## src/hdl/prot_alarm_pkg.sv

```systemverilog
// Constants, register map and alarm encodings for the protection alarm block.
// Assumes a single 25 MHz clock domain and an AXI4-Lite register master.
package prot_alarm_pkg;

    // =====================================================================
    // Bus geometry
    localparam int ADDR_W = 8;
    localparam int DATA_W = 32;

    // =====================================================================
    // Register byte offsets
    localparam logic [7:0] OFS_CTRL    = 8'h00;
    localparam logic [7:0] OFS_TXK     = 8'h04;
    localparam logic [7:0] OFS_RXK     = 8'h08;
    localparam logic [7:0] OFS_ALARM   = 8'h0C;
    localparam logic [7:0] OFS_IRQ_ST  = 8'h10;
    localparam logic [7:0] OFS_IRQ_EN  = 8'h14;
    localparam logic [7:0] OFS_IRQ_CLR = 8'h18;
    localparam logic [7:0] OFS_LINE    = 8'h1C;

    // =====================================================================
    // Control register fields
    localparam int CTRL_ENABLE = 0;
    localparam int CTRL_BIDIR  = 1;
    localparam int CTRL_ONE_P1 = 2;
    localparam int CTRL_GR     = 3;
    localparam int CTRL_MATEGR = 4;
    localparam int CTRL_LOOP   = 5;
    localparam int CTRL_PROTAC = 6;
    localparam int CTRL_WFRONT = 7;
    localparam logic [7:0] CTRL_RST = 8'h00;

    // =====================================================================
    // Stability window for received K bytes, in clock cycles.
    localparam logic [7:0] STABLE_CNT = 8'h03;

    // =====================================================================
    // Protection alarm bits, highest priority first.
    localparam int NALM = 8;
    localparam int A_RSF  = 0;
    localparam int A_CHM  = 1;
    localparam int A_PSB  = 2;
    localparam int A_CARD = 3;
    localparam int A_FEPF = 4;
    localparam int A_ARCH = 5;
    localparam int A_STD  = 6;
    localparam int A_LOOP = 7;
    localparam int NSTBY = 12;

    // Current alarm code presented to software.
    typedef enum logic [3:0] {
        CODE_OK, CODE_OFF, CODE_RSF, CODE_CHM, CODE_PSB, CODE_CARD,
        CODE_FEPF, CODE_ARCH, CODE_STD, CODE_LOOP, CODE_STBY
    } alarm_code_t;

    // LED colours.
    typedef enum logic [1:0] {
        LED_OFF, LED_GREEN, LED_YELLOW, LED_RED
    } led_t;

    // AXI response codes.
    localparam logic [1:0] RESP_OKAY   = 2'h0;
    localparam logic [1:0] RESP_SLVERR = 2'h2;

endpackage

```

## src/hdl/aps_alarm_monitor.sv

```systemverilog
// Protection switching alarm monitor with AXI4-Lite register access.
// Assumes K bytes and card presence inputs are synchronous to I_REF_CLK.
//
// Behaviour
// - Transmitted K1 carries this end's switch request and channel.
// - Transmitted K2 carries bridge state and mode information.
// - Flag remote signal failure when received K2 mode shows AIS or RDI.
// - Bidirectional only: flag mismatch when received K2 channel differs.
// - Bidirectional: flag byte failure for bad, lower received K1 request.
// - Any mode: flag byte failure when received K bytes are unstable.
// - In 1+1, flag absent card when any pair card is missing.
// - Flag remote protection failure when far end reports protection fail.
// - Flag architecture mismatch; direction mismatch only under GR mode.
// - In 1+1, flag standard mismatch between local redundant cards.
// - Looping the line loops both lines and reports line loop alarm.
// - Standby alarms shown as current only with no higher alarm active.
// - Standby alarms are the standby line's integrated line alarms.
// - Seven protection alarms plus OK, deactivated and looped status.
// - Protection port LED follows the working port LED.
// - Backcard LED green while carrying traffic, yellow when unused.
// - 1+1 crossover: working backcard relays, both backcard LEDs green.
`timescale 1ns/1ps

module aps_alarm_monitor
    import prot_alarm_pkg::*;
(
    // Clock, reset and clock enable.
    input  wire logic                          I_REF_CLK,
    input  wire logic                          I_RST_N,
    input  wire logic                          I_CE,
    // AXI4-Lite write address and data.
    input  wire logic [prot_alarm_pkg::ADDR_W-1:0] I_AWADDR,
    input  wire logic                          I_AWVALID,
    output logic                               O_AWREADY,
    input  wire logic [prot_alarm_pkg::DATA_W-1:0] I_WDATA,
    input  wire logic [3:0]                    I_WSTRB,
    input  wire logic                          I_WVALID,
    output logic                               O_WREADY,
    // AXI4-Lite write response.
    output logic [1:0]                         O_BRESP,
    output logic                               O_BVALID,
    input  wire logic                          I_BREADY,
    // AXI4-Lite read.
    input  wire logic [prot_alarm_pkg::ADDR_W-1:0] I_ARADDR,
    input  wire logic                          I_ARVALID,
    output logic                               O_ARREADY,
    output logic [prot_alarm_pkg::DATA_W-1:0]  O_RDATA,
    output logic [1:0]                         O_RRESP,
    output logic                               O_RVALID,
    input  wire logic                          I_RREADY,
    // Received K bytes from the far end.
    input  wire logic [7:0]                    I_RX_K1,
    input  wire logic [7:0]                    I_RX_K2,
    // Local line and card state.
    input  wire logic                          I_PROT_SF,
    input  wire logic [3:0]                    I_CARD_PRESENT,
    input  wire logic [prot_alarm_pkg::NSTBY-1:0] I_STBY_ALARMS,
    input  wire logic [1:0]                    I_WORK_LED,
    // Transmitted K bytes.
    output logic [7:0]                         O_TX_K1,
    output logic [7:0]                         O_TX_K2,
    // Line loop and LEDs.
    output logic                               O_LOOP_WORK,
    output logic                               O_LOOP_PROT,
    output logic                               O_XOVER,
    output prot_alarm_pkg::led_t               O_WORK_BC_LED,
    output prot_alarm_pkg::led_t               O_PROT_BC_LED,
    output prot_alarm_pkg::led_t               O_PROT_PORT_LED,
    // Alarm status and interrupt.
    output prot_alarm_pkg::alarm_code_t        O_ALARM_CODE,
    output logic [prot_alarm_pkg::NSTBY-1:0]   O_STBY_STATUS,
    output logic                               O_IRQ
);
    import prot_alarm_pkg::*;

    // =====================================================================
    // Registers
    logic [7:0]        ctrl_r;
    logic [7:0]        txk1_r;
    logic [7:0]        txk2_r;
    logic [NALM-1:0]   irq_st_r;
    logic [NALM-1:0]   irq_en_r;
    logic [NALM-1:0]   alarm_r;
    logic [7:0]        rxk1_q;
    logic [7:0]        rxk2_q;
    logic [7:0]        stab_r;
    logic [7:0]        rxk1_ok_r;
    logic [7:0]        rxk2_ok_r;
    logic              aw_got_r;
    logic              w_got_r;
    logic [ADDR_W-1:0] awaddr_r;
    logic [DATA_W-1:0] wdata_r;
    logic [3:0]        wstrb_r;

    // =====================================================================
    // Field decode of control and K bytes
    wire en_w      = ctrl_r[CTRL_ENABLE];
    wire bidir_w   = ctrl_r[CTRL_BIDIR];
    wire onep1_w   = ctrl_r[CTRL_ONE_P1];
    wire gr_w      = ctrl_r[CTRL_GR];
    wire mate_gr_w = ctrl_r[CTRL_MATEGR];
    wire loop_w    = ctrl_r[CTRL_LOOP];
    wire protac_w  = ctrl_r[CTRL_PROTAC];
    wire wfront_w  = ctrl_r[CTRL_WFRONT];
    // K1: request in bits 7:4, channel in 3:0. K2: channel 7:4, arch bit 3,
    // mode 2:0 (101 bidirectional, 100 unidirectional, 110 AIS, 111 RDI).
    wire [3:0] rx_req_w  = rxk1_ok_r[7:4];
    wire [3:0] tx_req_w  = txk1_r[7:4];
    wire [3:0] tx_ch_w   = txk1_r[3:0];
    wire [3:0] rx_ch2_w  = rxk2_ok_r[7:4];
    wire       rx_arch_w = rxk2_ok_r[3];
    wire [2:0] rx_mode_w = rxk2_ok_r[2:0];
    wire       rx_bidir_w = (rx_mode_w == 3'h5);
    wire       rx_unid_w  = (rx_mode_w == 3'h4);
    wire       rx_rdi_w   = (rx_mode_w == 3'h7) || (rx_mode_w == 3'h6);
    wire       rev_req_w  = (rx_req_w == 4'h2);
    wire       rx_sfp_w   = (rx_req_w == 4'hF) || (rx_req_w == 4'hC
                            && rxk1_ok_r[3:0] == 4'h0);
    wire       stable_w   = (stab_r >= STABLE_CNT);

    // =====================================================================
    // Protection-specific alarm conditions
    logic [NALM-1:0] cond_w;
    assign cond_w[A_RSF]  = en_w && stable_w && rx_rdi_w;
    assign cond_w[A_CHM]  = en_w && bidir_w && stable_w
                            && (rx_ch2_w != tx_ch_w);
    assign cond_w[A_PSB]  = en_w && (!stable_w
                            || (bidir_w && !rev_req_w
                                && (rx_req_w < tx_req_w)));
    assign cond_w[A_CARD] = en_w && onep1_w && (I_CARD_PRESENT != 4'hF);
    assign cond_w[A_FEPF] = en_w && stable_w && rx_sfp_w;
    assign cond_w[A_ARCH] = en_w && stable_w && ((rx_arch_w != onep1_w)
                            || (gr_w && ((bidir_w && rx_unid_w)
                                || (!bidir_w && rx_bidir_w))));
    assign cond_w[A_STD]  = en_w && onep1_w && (gr_w != mate_gr_w);
    assign cond_w[A_LOOP] = en_w && loop_w;

    // Priority encoder picks the current alarm code; standby last.
    alarm_code_t code_nxt;
    always_comb begin
        code_nxt = CODE_OK;
        if (!en_w) begin
            code_nxt = CODE_OFF;
        end else if (cond_w[A_RSF]) begin
            code_nxt = CODE_RSF;
        end else if (cond_w[A_CHM]) begin
            code_nxt = CODE_CHM;
        end else if (cond_w[A_PSB]) begin
            code_nxt = CODE_PSB;
        end else if (cond_w[A_CARD]) begin
            code_nxt = CODE_CARD;
        end else if (cond_w[A_FEPF]) begin
            code_nxt = CODE_FEPF;
        end else if (cond_w[A_ARCH]) begin
            code_nxt = CODE_ARCH;
        end else if (cond_w[A_STD]) begin
            code_nxt = CODE_STD;
        end else if (cond_w[A_LOOP]) begin
            code_nxt = CODE_LOOP;
        end else if (|I_STBY_ALARMS) begin
            code_nxt = CODE_STBY;
        end
    end

    // Backcard usage: working backcard busy when working line active or
    // relaying crossover traffic; protection backcard busy when active.
    wire xover_w   = onep1_w && wfront_w && protac_w;
    wire work_use_w = !protac_w || xover_w;
    wire prot_use_w = protac_w;
    wire led_t work_led_w = work_use_w ? LED_GREEN : LED_YELLOW;
    wire led_t prot_led_w = prot_use_w ? LED_GREEN : LED_YELLOW;

    // =====================================================================
    // AXI4-Lite decode
    wire aw_hs_w  = I_AWVALID && O_AWREADY;
    wire w_hs_w   = I_WVALID && O_WREADY;
    wire aw_have_w = aw_got_r || aw_hs_w;
    wire w_have_w  = w_got_r || w_hs_w;
    wire [ADDR_W-1:0] wa_w = aw_got_r ? awaddr_r : I_AWADDR;
    wire [DATA_W-1:0] wd_w = w_got_r ? wdata_r : I_WDATA;
    wire [3:0]        ws_w = w_got_r ? wstrb_r : I_WSTRB;
    wire do_wr_w  = aw_have_w && w_have_w && !O_BVALID;
    wire wr_ctrl_w = do_wr_w && (wa_w == OFS_CTRL) && ws_w[0];
    wire wr_txk_w  = do_wr_w && (wa_w == OFS_TXK);
    wire wr_en_w   = do_wr_w && (wa_w == OFS_IRQ_EN) && ws_w[0];
    wire wr_clr_w  = do_wr_w && (wa_w == OFS_IRQ_CLR) && ws_w[0];
    wire wr_ok_w   = (wa_w == OFS_CTRL) || (wa_w == OFS_TXK)
                     || (wa_w == OFS_IRQ_EN) || (wa_w == OFS_IRQ_CLR);
    wire rd_hs_w   = I_ARVALID && O_ARREADY;
    logic [DATA_W-1:0] rd_data_w;
    logic              rd_ok_w;
    always_comb begin
        rd_ok_w   = 1'b1;
        rd_data_w = '0;
        unique case (I_ARADDR)
            OFS_CTRL:    rd_data_w = {24'h0000_00, ctrl_r};
            OFS_TXK:     rd_data_w = {16'h0000, txk2_r, txk1_r};
            OFS_RXK:     rd_data_w = {16'h0000, rxk2_ok_r, rxk1_ok_r};
            OFS_ALARM:   rd_data_w = {16'h0000, 4'h0, O_ALARM_CODE,
                                      alarm_r};
            OFS_IRQ_ST:  rd_data_w = {24'h0000_00, irq_st_r};
            OFS_IRQ_EN:  rd_data_w = {24'h0000_00, irq_en_r};
            OFS_IRQ_CLR: rd_data_w = '0;
            OFS_LINE:    rd_data_w = {20'h0000_0, I_STBY_ALARMS};
            default:     rd_ok_w   = 1'b0;
        endcase
    end

    // =====================================================================
    // AXI write channel capture and response.
    always_ff @(posedge I_REF_CLK or negedge I_RST_N) begin
        if (!I_RST_N) begin
            aw_got_r  <= 1'b0;
            w_got_r   <= 1'b0;
            awaddr_r  <= '0;
            wdata_r   <= '0;
            wstrb_r   <= '0;
            O_AWREADY <= 1'b0;
            O_WREADY  <= 1'b0;
            O_BVALID  <= 1'b0;
            O_BRESP   <= RESP_OKAY;
        end else if (I_CE) begin
            if (aw_hs_w) begin
                awaddr_r <= I_AWADDR;
            end
            if (w_hs_w) begin
                wdata_r <= I_WDATA;
                wstrb_r <= I_WSTRB;
            end
            aw_got_r  <= aw_have_w && !do_wr_w;
            w_got_r   <= w_have_w && !do_wr_w;
            O_AWREADY <= !aw_have_w && !O_BVALID && !O_AWREADY;
            O_WREADY  <= !w_have_w && !O_BVALID && !O_WREADY;
            if (do_wr_w) begin
                O_BVALID <= 1'b1;
                O_BRESP  <= wr_ok_w ? RESP_OKAY : RESP_SLVERR;
            end else if (I_BREADY) begin
                O_BVALID <= 1'b0;
            end
        end
    end

    // AXI read channel.
    always_ff @(posedge I_REF_CLK or negedge I_RST_N) begin
        if (!I_RST_N) begin
            O_ARREADY <= 1'b0;
            O_RVALID  <= 1'b0;
            O_RDATA   <= '0;
            O_RRESP   <= RESP_OKAY;
        end else if (I_CE) begin
            O_ARREADY <= !O_RVALID && !O_ARREADY && I_ARVALID;
            if (rd_hs_w) begin
                O_RVALID <= 1'b1;
                O_RDATA  <= rd_data_w;
                O_RRESP  <= rd_ok_w ? RESP_OKAY : RESP_SLVERR;
            end else if (I_RREADY) begin
                O_RVALID <= 1'b0;
            end
        end
    end

    // Software-written control and transmit K bytes.
    always_ff @(posedge I_REF_CLK or negedge I_RST_N) begin
        if (!I_RST_N) begin
            ctrl_r   <= CTRL_RST;
            txk1_r   <= '0;
            txk2_r   <= '0;
            irq_en_r <= '0;
        end else if (I_CE) begin
            if (wr_ctrl_w) begin
                ctrl_r <= wd_w[7:0];
            end
            if (wr_txk_w && ws_w[0]) begin
                txk1_r <= wd_w[7:0];
            end
            if (wr_txk_w && ws_w[1]) begin
                txk2_r <= wd_w[15:8];
            end
            if (wr_en_w) begin
                irq_en_r <= wd_w[NALM-1:0];
            end
        end
    end

    // Received K byte stability filter: a value counts once held steady.
    always_ff @(posedge I_REF_CLK or negedge I_RST_N) begin
        if (!I_RST_N) begin
            rxk1_q    <= '0;
            rxk2_q    <= '0;
            stab_r    <= '0;
            rxk1_ok_r <= '0;
            rxk2_ok_r <= '0;
        end else if (I_CE) begin
            rxk1_q <= I_RX_K1;
            rxk2_q <= I_RX_K2;
            if (I_RX_K1 != rxk1_q || I_RX_K2 != rxk2_q) begin
                stab_r <= '0;
            end else if (!stable_w) begin
                stab_r <= stab_r + 8'h01;
            end else begin
                rxk1_ok_r <= rxk1_q;
                rxk2_ok_r <= rxk2_q;
            end
        end
    end

    // Sticky interrupt status; a new event wins over a clear.
    genvar g;
    generate
        for (g = 0; g < NALM; g++) begin : g_irq
            always_ff @(posedge I_REF_CLK or negedge I_RST_N) begin
                if (!I_RST_N) begin
                    irq_st_r[g] <= 1'b0;
                end else if (I_CE) begin
                    if (cond_w[g] && !alarm_r[g]) begin
                        irq_st_r[g] <= 1'b1;
                    end else if (wr_clr_w && wd_w[g]) begin
                        irq_st_r[g] <= 1'b0;
                    end
                end
            end
        end
    endgenerate

    // Registered outputs: alarms, code, loops, LEDs and interrupt.
    always_ff @(posedge I_REF_CLK or negedge I_RST_N) begin
        if (!I_RST_N) begin
            alarm_r         <= '0;
            O_ALARM_CODE    <= CODE_OK;
            O_STBY_STATUS   <= '0;
            O_TX_K1         <= '0;
            O_TX_K2         <= '0;
            O_LOOP_WORK     <= 1'b0;
            O_LOOP_PROT     <= 1'b0;
            O_XOVER         <= 1'b0;
            O_WORK_BC_LED   <= LED_OFF;
            O_PROT_BC_LED   <= LED_OFF;
            O_PROT_PORT_LED <= LED_OFF;
            O_IRQ           <= 1'b0;
        end else if (I_CE) begin
            alarm_r         <= cond_w;
            O_ALARM_CODE    <= code_nxt;
            O_STBY_STATUS   <= I_STBY_ALARMS;
            O_TX_K1         <= txk1_r;
            O_TX_K2         <= txk2_r;
            O_LOOP_WORK     <= loop_w;
            O_LOOP_PROT     <= loop_w;
            O_XOVER         <= xover_w;
            O_WORK_BC_LED   <= work_led_w;
            O_PROT_BC_LED   <= prot_led_w;
            O_PROT_PORT_LED <= led_t'(I_WORK_LED);
            O_IRQ           <= |(irq_st_r & irq_en_r);
        end
    end

endmodule

```

## config.mk

```make
export PLATFORM = sky130hd
export DESIGN_NAME = aps_alarm_monitor
export DESIGN_NICKNAME = d
export VERILOG_FILES = /design/src/hdl/prot_alarm_pkg.sv /design/src/hdl/aps_alarm_monitor.sv
export SDC_FILE = /design/constraint.sdc
export NUM_CORES = 1
export LEC_CHECK = 0
export BUFFER_PORTS_ARGS = -buffer_cell sky130_fd_sc_hd__buf_2
export CORE_AREA = 2 2 149 151
export CTS_CLUSTER_SIZE = 10
export DETAILED_ROUTE_END_ITERATION = 6
export DIE_AREA = 0 0 151 153
export GPL_TIMING_DRIVEN = 0
export PLACE_DENSITY_LB_ADDON = 0.2
export RECOVER_POWER = 50
export REMOVE_ABC_BUFFERS = 1
export SETUP_SLACK_MARGIN = 0.05
export SYNTH_ARGS = -nofsm -noshare
export SYNTH_HDL_FRONTEND = slang
export SYNTH_SLANG_ARGS = --single-unit
```

## constraint.sdc

```tcl
create_clock -name I_REF_CLK -period 2.7 [get_ports I_REF_CLK]
set_input_delay 0.135 -clock I_REF_CLK [delete_from_list [all_inputs] [get_ports I_REF_CLK]]
set_output_delay 0.135 -clock I_REF_CLK [all_outputs]
set_load 0.01 [all_outputs]
```

### Word-level counts from Yosys, hierarchy flattened

Cells that the tools add are included.

* $add $sub $neg: 1
* divide/modulo/power cells: 0
* equal/unequal tests: 24
* multiply operators: 0
* bitwise gates (word level): 2
* reductions and logical operators: 126
* mux-type cells: 41
* magnitude comparators: 2
* shifts and indexed selects: 0

Operators with widths (count)
* 16-bit case mux with 7 select lines: 1
* 1-bit logical AND: 58
* 8-bit by 5-bit == test with 1-bit output (second input constant): 6
* 4-bit 2-to-1 mux: 10
* 2-bit AND reduction: 19
* 8-bit 2-to-1 mux: 3
* 1-bit 2-to-1 mux: 21
* 1-bit zero test: 20
* 2-bit nonzero test: 10
* 8-bit by 3-bit == test with 1-bit output (second input constant): 2
* 8-bit by 4-bit == test with 1-bit output (second input constant): 2
* 8-bit zero test: 2
* 16-bit 2-to-1 mux: 1
* 8-bit != test: 2
* 8-bit OR reduction: 2
* 3-bit == test (second input constant): 4
* 1-bit logical OR: 12
* 12-bit OR reduction: 1
* 2-bit 2-to-1 mux: 5
* 8-bit by 1-bit adder with 8-bit output (second input constant): 1
* 8-bit bitwise AND: 1
* 4-bit == test (second input constant): 2
* 8-bit by 2-bit greater-or-equal comparator with 1-bit output (second input constant): 1
* 4-bit by 2-bit == test with 1-bit output (second input constant): 1
* other kinds (8): 9

* memory bits (writable): 0
* logic and storage cells: 237
* output and inout port bits: 83
* register bits: 198
* input bits: 95
* ROM bits: 0
* memories: 0
* latch bits: 0

### Longest topological paths before layout

* word-level depth: 13
* mapped depth: 7
* depth with buffers taken out: 7

### Worst setup path after synthesis

No wires, ideal clock.

* kind: reg2reg
* start: register stab_r[0]
* end: register O_ALARM_CODE[3]
* buffers on the path: 0
* cell stages (with the launch flop): 7
* clock period less this slack: 2.058 ns
* setup time: 0.104 ns
* slack: 0.642 ns
* arrival time: 1.955 ns
* data required time: 2.596 ns
* path through: dfrtp_1 > ha_1 > or3_1 > o2111ai_2 > a21bo_1 > or3_1 > o41ai_2

* longest elaborated chain between the ends: 10
* elaborated cells on any way between the ends: 17
* those cells by class: order compare (1); mux (7); reduce/logical (9)

Ends and longest elaborated chain
* start: declaration: line aps_alarm_monitor.sv:86 `logic [7:0] stab_r;`
* start signal: assignment: line aps_alarm_monitor.sv:299 `stab_r <= stab_r + 8'h01;`
* 8-bit by 2-bit greater-or-equal comparator with 1-bit output (*): line aps_alarm_monitor.sv:119 `wire stable_w = (stab_r >= STABLE_CNT);`
* 1-bit logical AND: line aps_alarm_monitor.sv:124, aps_alarm_monitor.sv:131, aps_alarm_monitor.sv:132
* 1-bit logical AND: line aps_alarm_monitor.sv:132 `assign cond_w[A_ARCH] = en_w && stable_w && ((rx_arch_w != onep1_w)`
* 4-bit 2-to-1 mux: line aps_alarm_monitor.sv:154 `end else if (cond_w[A_ARCH]) begin`
* 4-bit 2-to-1 mux: line aps_alarm_monitor.sv:152 `end else if (cond_w[A_FEPF]) begin`
* 4-bit 2-to-1 mux: line aps_alarm_monitor.sv:150 `end else if (cond_w[A_CARD]) begin`
* 4-bit 2-to-1 mux: line aps_alarm_monitor.sv:148 `end else if (cond_w[A_PSB]) begin`
* 4-bit 2-to-1 mux: line aps_alarm_monitor.sv:146 `end else if (cond_w[A_CHM]) begin`
* 4-bit 2-to-1 mux (*): line aps_alarm_monitor.sv:144 `end else if (cond_w[A_RSF]) begin`
* 4-bit 2-to-1 mux (*): line aps_alarm_monitor.sv:142 `if (!en_w) begin`
* end signal: assignment: line aps_alarm_monitor.sv:342 `O_ALARM_CODE <= code_nxt;`
* end: declaration: line aps_alarm_monitor.sv:70 `output prot_alarm_pkg::alarm_code_t O_ALARM_CODE,`

Mark *: on every way between the ends. The rest lies on a longest branch, timed or not.
A chain may end at the register's enable or synchronous reset.

### Worst setup path after layout

* start: register rxk2_q[4]
* end: register rxk1_ok_r[5]

* longest elaborated chain between the ends: 4

Ends and longest elaborated chain
* start: declaration: line aps_alarm_monitor.sv:85 `logic [7:0] rxk2_q;`
* start signal: assignment: line aps_alarm_monitor.sv:289 `rxk2_q <= '0;`
* start signal: assignment: line aps_alarm_monitor.sv:295 `rxk2_q <= I_RX_K2;`
* 8-bit != test: line aps_alarm_monitor.sv:296 `if (I_RX_K1 != rxk1_q || I_RX_K2 != rxk2_q) begin`
* 1-bit logical OR: line aps_alarm_monitor.sv:296
* 1-bit inverter (no source line)
* 3-bit AND reduction (no source line)
* end signal: assignment: line aps_alarm_monitor.sv:301 `rxk1_ok_r <= rxk1_q;`
* end: declaration: line aps_alarm_monitor.sv:87 `logic [7:0] rxk1_ok_r;`

Every way passes these cells.

==> results.yml <==
clock_network:
  postCtsSetupRepairBufs: 0
  clkTransAtPathRegs_ps: 70
  clockRootBuffer: "clkbuf_16"
  htreeDepth: 4
  cts_tree: "done"
  cts_buffer_depth: 2
  cts_inserted_buffers: 17
  cts_sinks: 180
  insertion_delay_ps: 430
synth:
  synth_area_um2: 8501
  synth_xor_area_share_pct: 2.473
  muxShareOfSynthArea_pct: 21.65
  ys_types: 62
  syn_area_per_cell_um2: 12.18
  yosysTopAreaCell: "dfrtp_1"
  synth_flop_cell: "dfrtp_1"
  synth_area_leaders: "dfrtp_1 (53%), mux2_2 (19%), mux2i_1 (2.7%), xor2_1 (1.9%), nand2_1 (1.8%)"
  yosys_warnings: 0
  synth_top_area_share_pct: 52.99
  synth_compound_area_share_pct: 9.185
  ys_async_sr_fraction_pct: 100.0
  synth_edf_count: 0
  synth_adder_area_share_pct: 0.5888
  synth_simple_gate_area_share_pct: 8.846
  ys_ff_latch: 180
  synth_cells: 698
  synth_top_family_by_area: "multiplexers"
  ys_seq_area_share_pct: 52.99
worst_setup_path:
  worstPathRequired_ps: 3010
  arrival_ps: 2820
  path_max_fanout: 16
  r2r_end: "rxk1_ok_r[5]"
  endpoint: "rxk1_ok_r[5]"
  critPathLaunch: "rxk2_q[4]"
  r2r_start: "rxk2_q[4]"
  max_stage_delay_ps: 540
  crit_chain: "xor2_1 -> nor4_1 -> nand4_1 -> nor2_4 -> mux2_2"
  reg2regPathDepth: 5
  crit_path_top_delay_cell: "nor2_4"
  crit_type: "reg2reg"
  end_kind: "flip-flop"
  cp-start-kind: "flip-flop"
  worst-r2r-setup-slack_ps: 190
global_routing:
  antenna_found_initial: 0
  gr-total-overflow: 0
  grt_pass1_wl_mm: 34.20
  grt_start_max_net_pins: 106
  grt_pass1_vias: 6045
  grt_usage_pct: 19.39
cells_and_area:
  fin_cells: 1179
  nFillCells: 2011
  utilization_pct: 49.28
  fin_area_um2: 10590
  seq_area_um2: 4508
  areaGrowthSynthToFinish_pct: 24.55
  drive_gt1_share_pct: 31.81
  n_antenna_cell: 0
  fin_nets: 985
  multi_input_area_um2: 3756
detailed_routing:
  drtIter0Drc: 481
  ant_nets: 0
  dr_total_vias: 6230
  viasPerCell: 5.284
  drtPass1Iterations: 7
  drcViolationCount: 0
  drt_wl_total_mm: 21.79
  wl_per_cell_um: 18.48
die:
  io_pins: 178
  start_util_pct: 39.56
  fp.coreArea_um2: 21490
  die_x_um: 151
  rows: 54
  fp.dieH_um: 153
  die_area_um2: 23100
placed_design:
  place_congestion: 0.8025
  dp_hpwl_mm: 15.58
  numPortBuffers: 140
  dp.cells: 1092
  dpl_cell_area_um2: 9448
  dp_slack_ps: -332.8
sta:
  setup_viol: 0
  final.period_utilization_pct: 92.85
  hold_viol: 0
  layout_setup_ws_ps: 193.0
  slew_headroom_pct: 0.9880
  finClkSkew_ps: 7.706
  rsz0062_at_grt: "no"
  slew_viol_final: 0
  worstMarginPinSlew_ps: 1485
  fmax_mhz: 398.9
  final.min_clock_period_ps: 2507
  whs_ps: 16.84
hold_path:
  hp-class: "in2reg"
power_and_ir_drop:
  leakage_nw: 4.791
  peakVddDrop_mv: 0.4451
  power.density_nw_per_um2: 676.8
run_status:
  status: "finished, final reports clean"
job:
  maxCapViolCount: 0
## where the power goes
group / total [mW] / internal [mW] / switching [mW]
logic: 1.21 / 0.645 / 0.567
registers: 3.33 / 3.05 / 0.283
clock network: 2.62 / 1.54 / 1.09
## synthesized netlist by cell type, types with 3 or more instances
cell / count
and2_1: 4
or3_1: 4
mux2_2: 143
nor2_1: 16
nor4_1: 12
nand2_1: 41
clkbuf_1: 20
o31ai_1: 4
nand3b_1: 5
xnor2_1: 6
nand3_1: 12
o21ai_0: 26
a221oi_1: 8
dfrtp_1: 180
mux2i_1: 23
nand2b_1: 4
nand4_1: 6
o22ai_1: 9
buf_4: 20
a31oi_1: 8
a211oi_1: 3
nor2_2: 3
nor4_2: 3
ha_1: 4
a21o_1: 5
inv_1: 27
a22o_1: 5
nor2b_1: 3
or2_2: 3
a22oi_1: 8
a222oi_1: 4
a21oi_1: 17
xor2_1: 18
buf_1: 3
nor3_1: 7
## registers in the layout, summed over array words and instances, names as in the netlist, 8 cells and up
register and count:
O_RDATA 16, wdata_r 16, O_STBY_STATUS 12, O_TX_K1 8, O_TX_K2 8, alarm_r 8
awaddr_r 8, ctrl_r 8, irq_en_r 8, irq_st_r 8, rxk1_ok_r 8, rxk1_q 8
rxk2_ok_r 8, rxk2_q 8, stab_r 8, txk1_r 8, txk2_r 8
## timing repair
item                                   in CTS  in global routing
endpoints found under the hold margin     158                  0
gates resized for setup                     3                  6
setup endpoints to repair                  48                 42
hold buffers                               55                  0
## worst max-delay path, delay by kind of cell (launching register included)
kind	cells	cell delay, ps
mux	1	390
flops	1	400
xor+xnor	1	170
simple gates	3	1420
## per-stage QoR
stage	TNS (ps)	power [mW]
after floorplan	0	4.069
after global placement	-377220	4.506
after detailed placement	-11330	4.539
after CTS	0	7.231
after global routing	0	7.527
final	0	7.166
## cell type report
type	instances	share of cell area, %
clock buffers	21	4.443
clock inverters	11	1.406
inverters	27	0.9572
multi-input cells	462	35.48
flip-flops and latches	180	42.58
well taps	280	3.309
repair buffers	198	11.83
## cell families (layout without fill, tap and decap cells)
kind of cell / count (synthesis) / count (layout)
xor gates and xnor gates: 24 / 24
other: 1 / 18
and+or+nand+nor: 137 / 137
muxes: 166 / 166
AOI/OAI and AO/OA: 113 / 113
adders and majority gates: 4 / 4
buffers and inverters: 73 / 257
DFF: 180 / 180
## metal layers
metal | global-route usage (%) | share of wire [%]
met1 | 27.56 | 46
met2 | 30.35 | 47
met3 | 4.060 | 5.9
met4 | 4.895 | 1.1
met5 | 0 | 0
## worst min-delay path by stage
stage | endpoint | slack, ps | startpoint | depth (start not counted)
detailed placement | O_WORK_BC_LED[1] | 260 | I_RST_N | 1
CTS | O_STBY_STATUS[3] | 10 | I_STBY_ALARMS[3] | 2
global route | O_STBY_STATUS[0] | 20 | I_STBY_ALARMS[0] | 2
global placement | O_PROT_PORT_LED[0] | 370 | I_WORK_LED[0] | 2
finish | O_STBY_STATUS[9] | 20 | I_STBY_ALARMS[9] | 2
floorplan | O_ALARM_CODE[0] | -160 | I_RST_N | 0
## layout by cell type, fill, tap and decap left out, types with 3 or more instances in the layout
| master | Yosys | final |
|---|---|---|
| dfrtp_1 | 180 | 179 |
| bufinv_16 | 0 | 3 |
| clkbuf_1 | 20 | 54 |
| a21oi_1 | 17 | 17 |
| a21o_1 | 5 | 5 |
| nor4_2 | 3 | 3 |
| o22ai_1 | 9 | 9 |
| inv_1 | 27 | 27 |
| mux2_2 | 143 | 143 |
| conb_1 | 1 | 18 |
| a221oi_1 | 8 | 8 |
| xnor2_1 | 6 | 6 |
| a22oi_1 | 8 | 8 |
| o21ai_0 | 26 | 26 |
| nand2_1 | 41 | 41 |
| clkbuf_8 | 0 | 3 |
| nor4_1 | 12 | 10 |
| nor2b_1 | 3 | 3 |
| or3_1 | 4 | 4 |
| nor2_1 | 16 | 16 |
| nand4_1 | 6 | 6 |
| a222oi_1 | 4 | 4 |
| ha_1 | 4 | 4 |
| a22o_1 | 5 | 5 |
| buf_2 | 2 | 85 |
| mux2i_1 | 23 | 23 |
| nand2b_1 | 4 | 5 |
| dlygate4sd3_1 | 0 | 55 |
| and2_1 | 4 | 4 |
| xor2_1 | 18 | 18 |
| nand3b_1 | 5 | 5 |
| or2_2 | 3 | 3 |
| a211oi_1 | 3 | 3 |
| nand3_1 | 12 | 11 |
| clkbuf_16 | 0 | 17 |
| o31ai_1 | 4 | 4 |
| clkinvlp_4 | 0 | 3 |
| nor3_1 | 7 | 7 |
| a31oi_1 | 8 | 8 |
(Power assumes the default switching activity.)
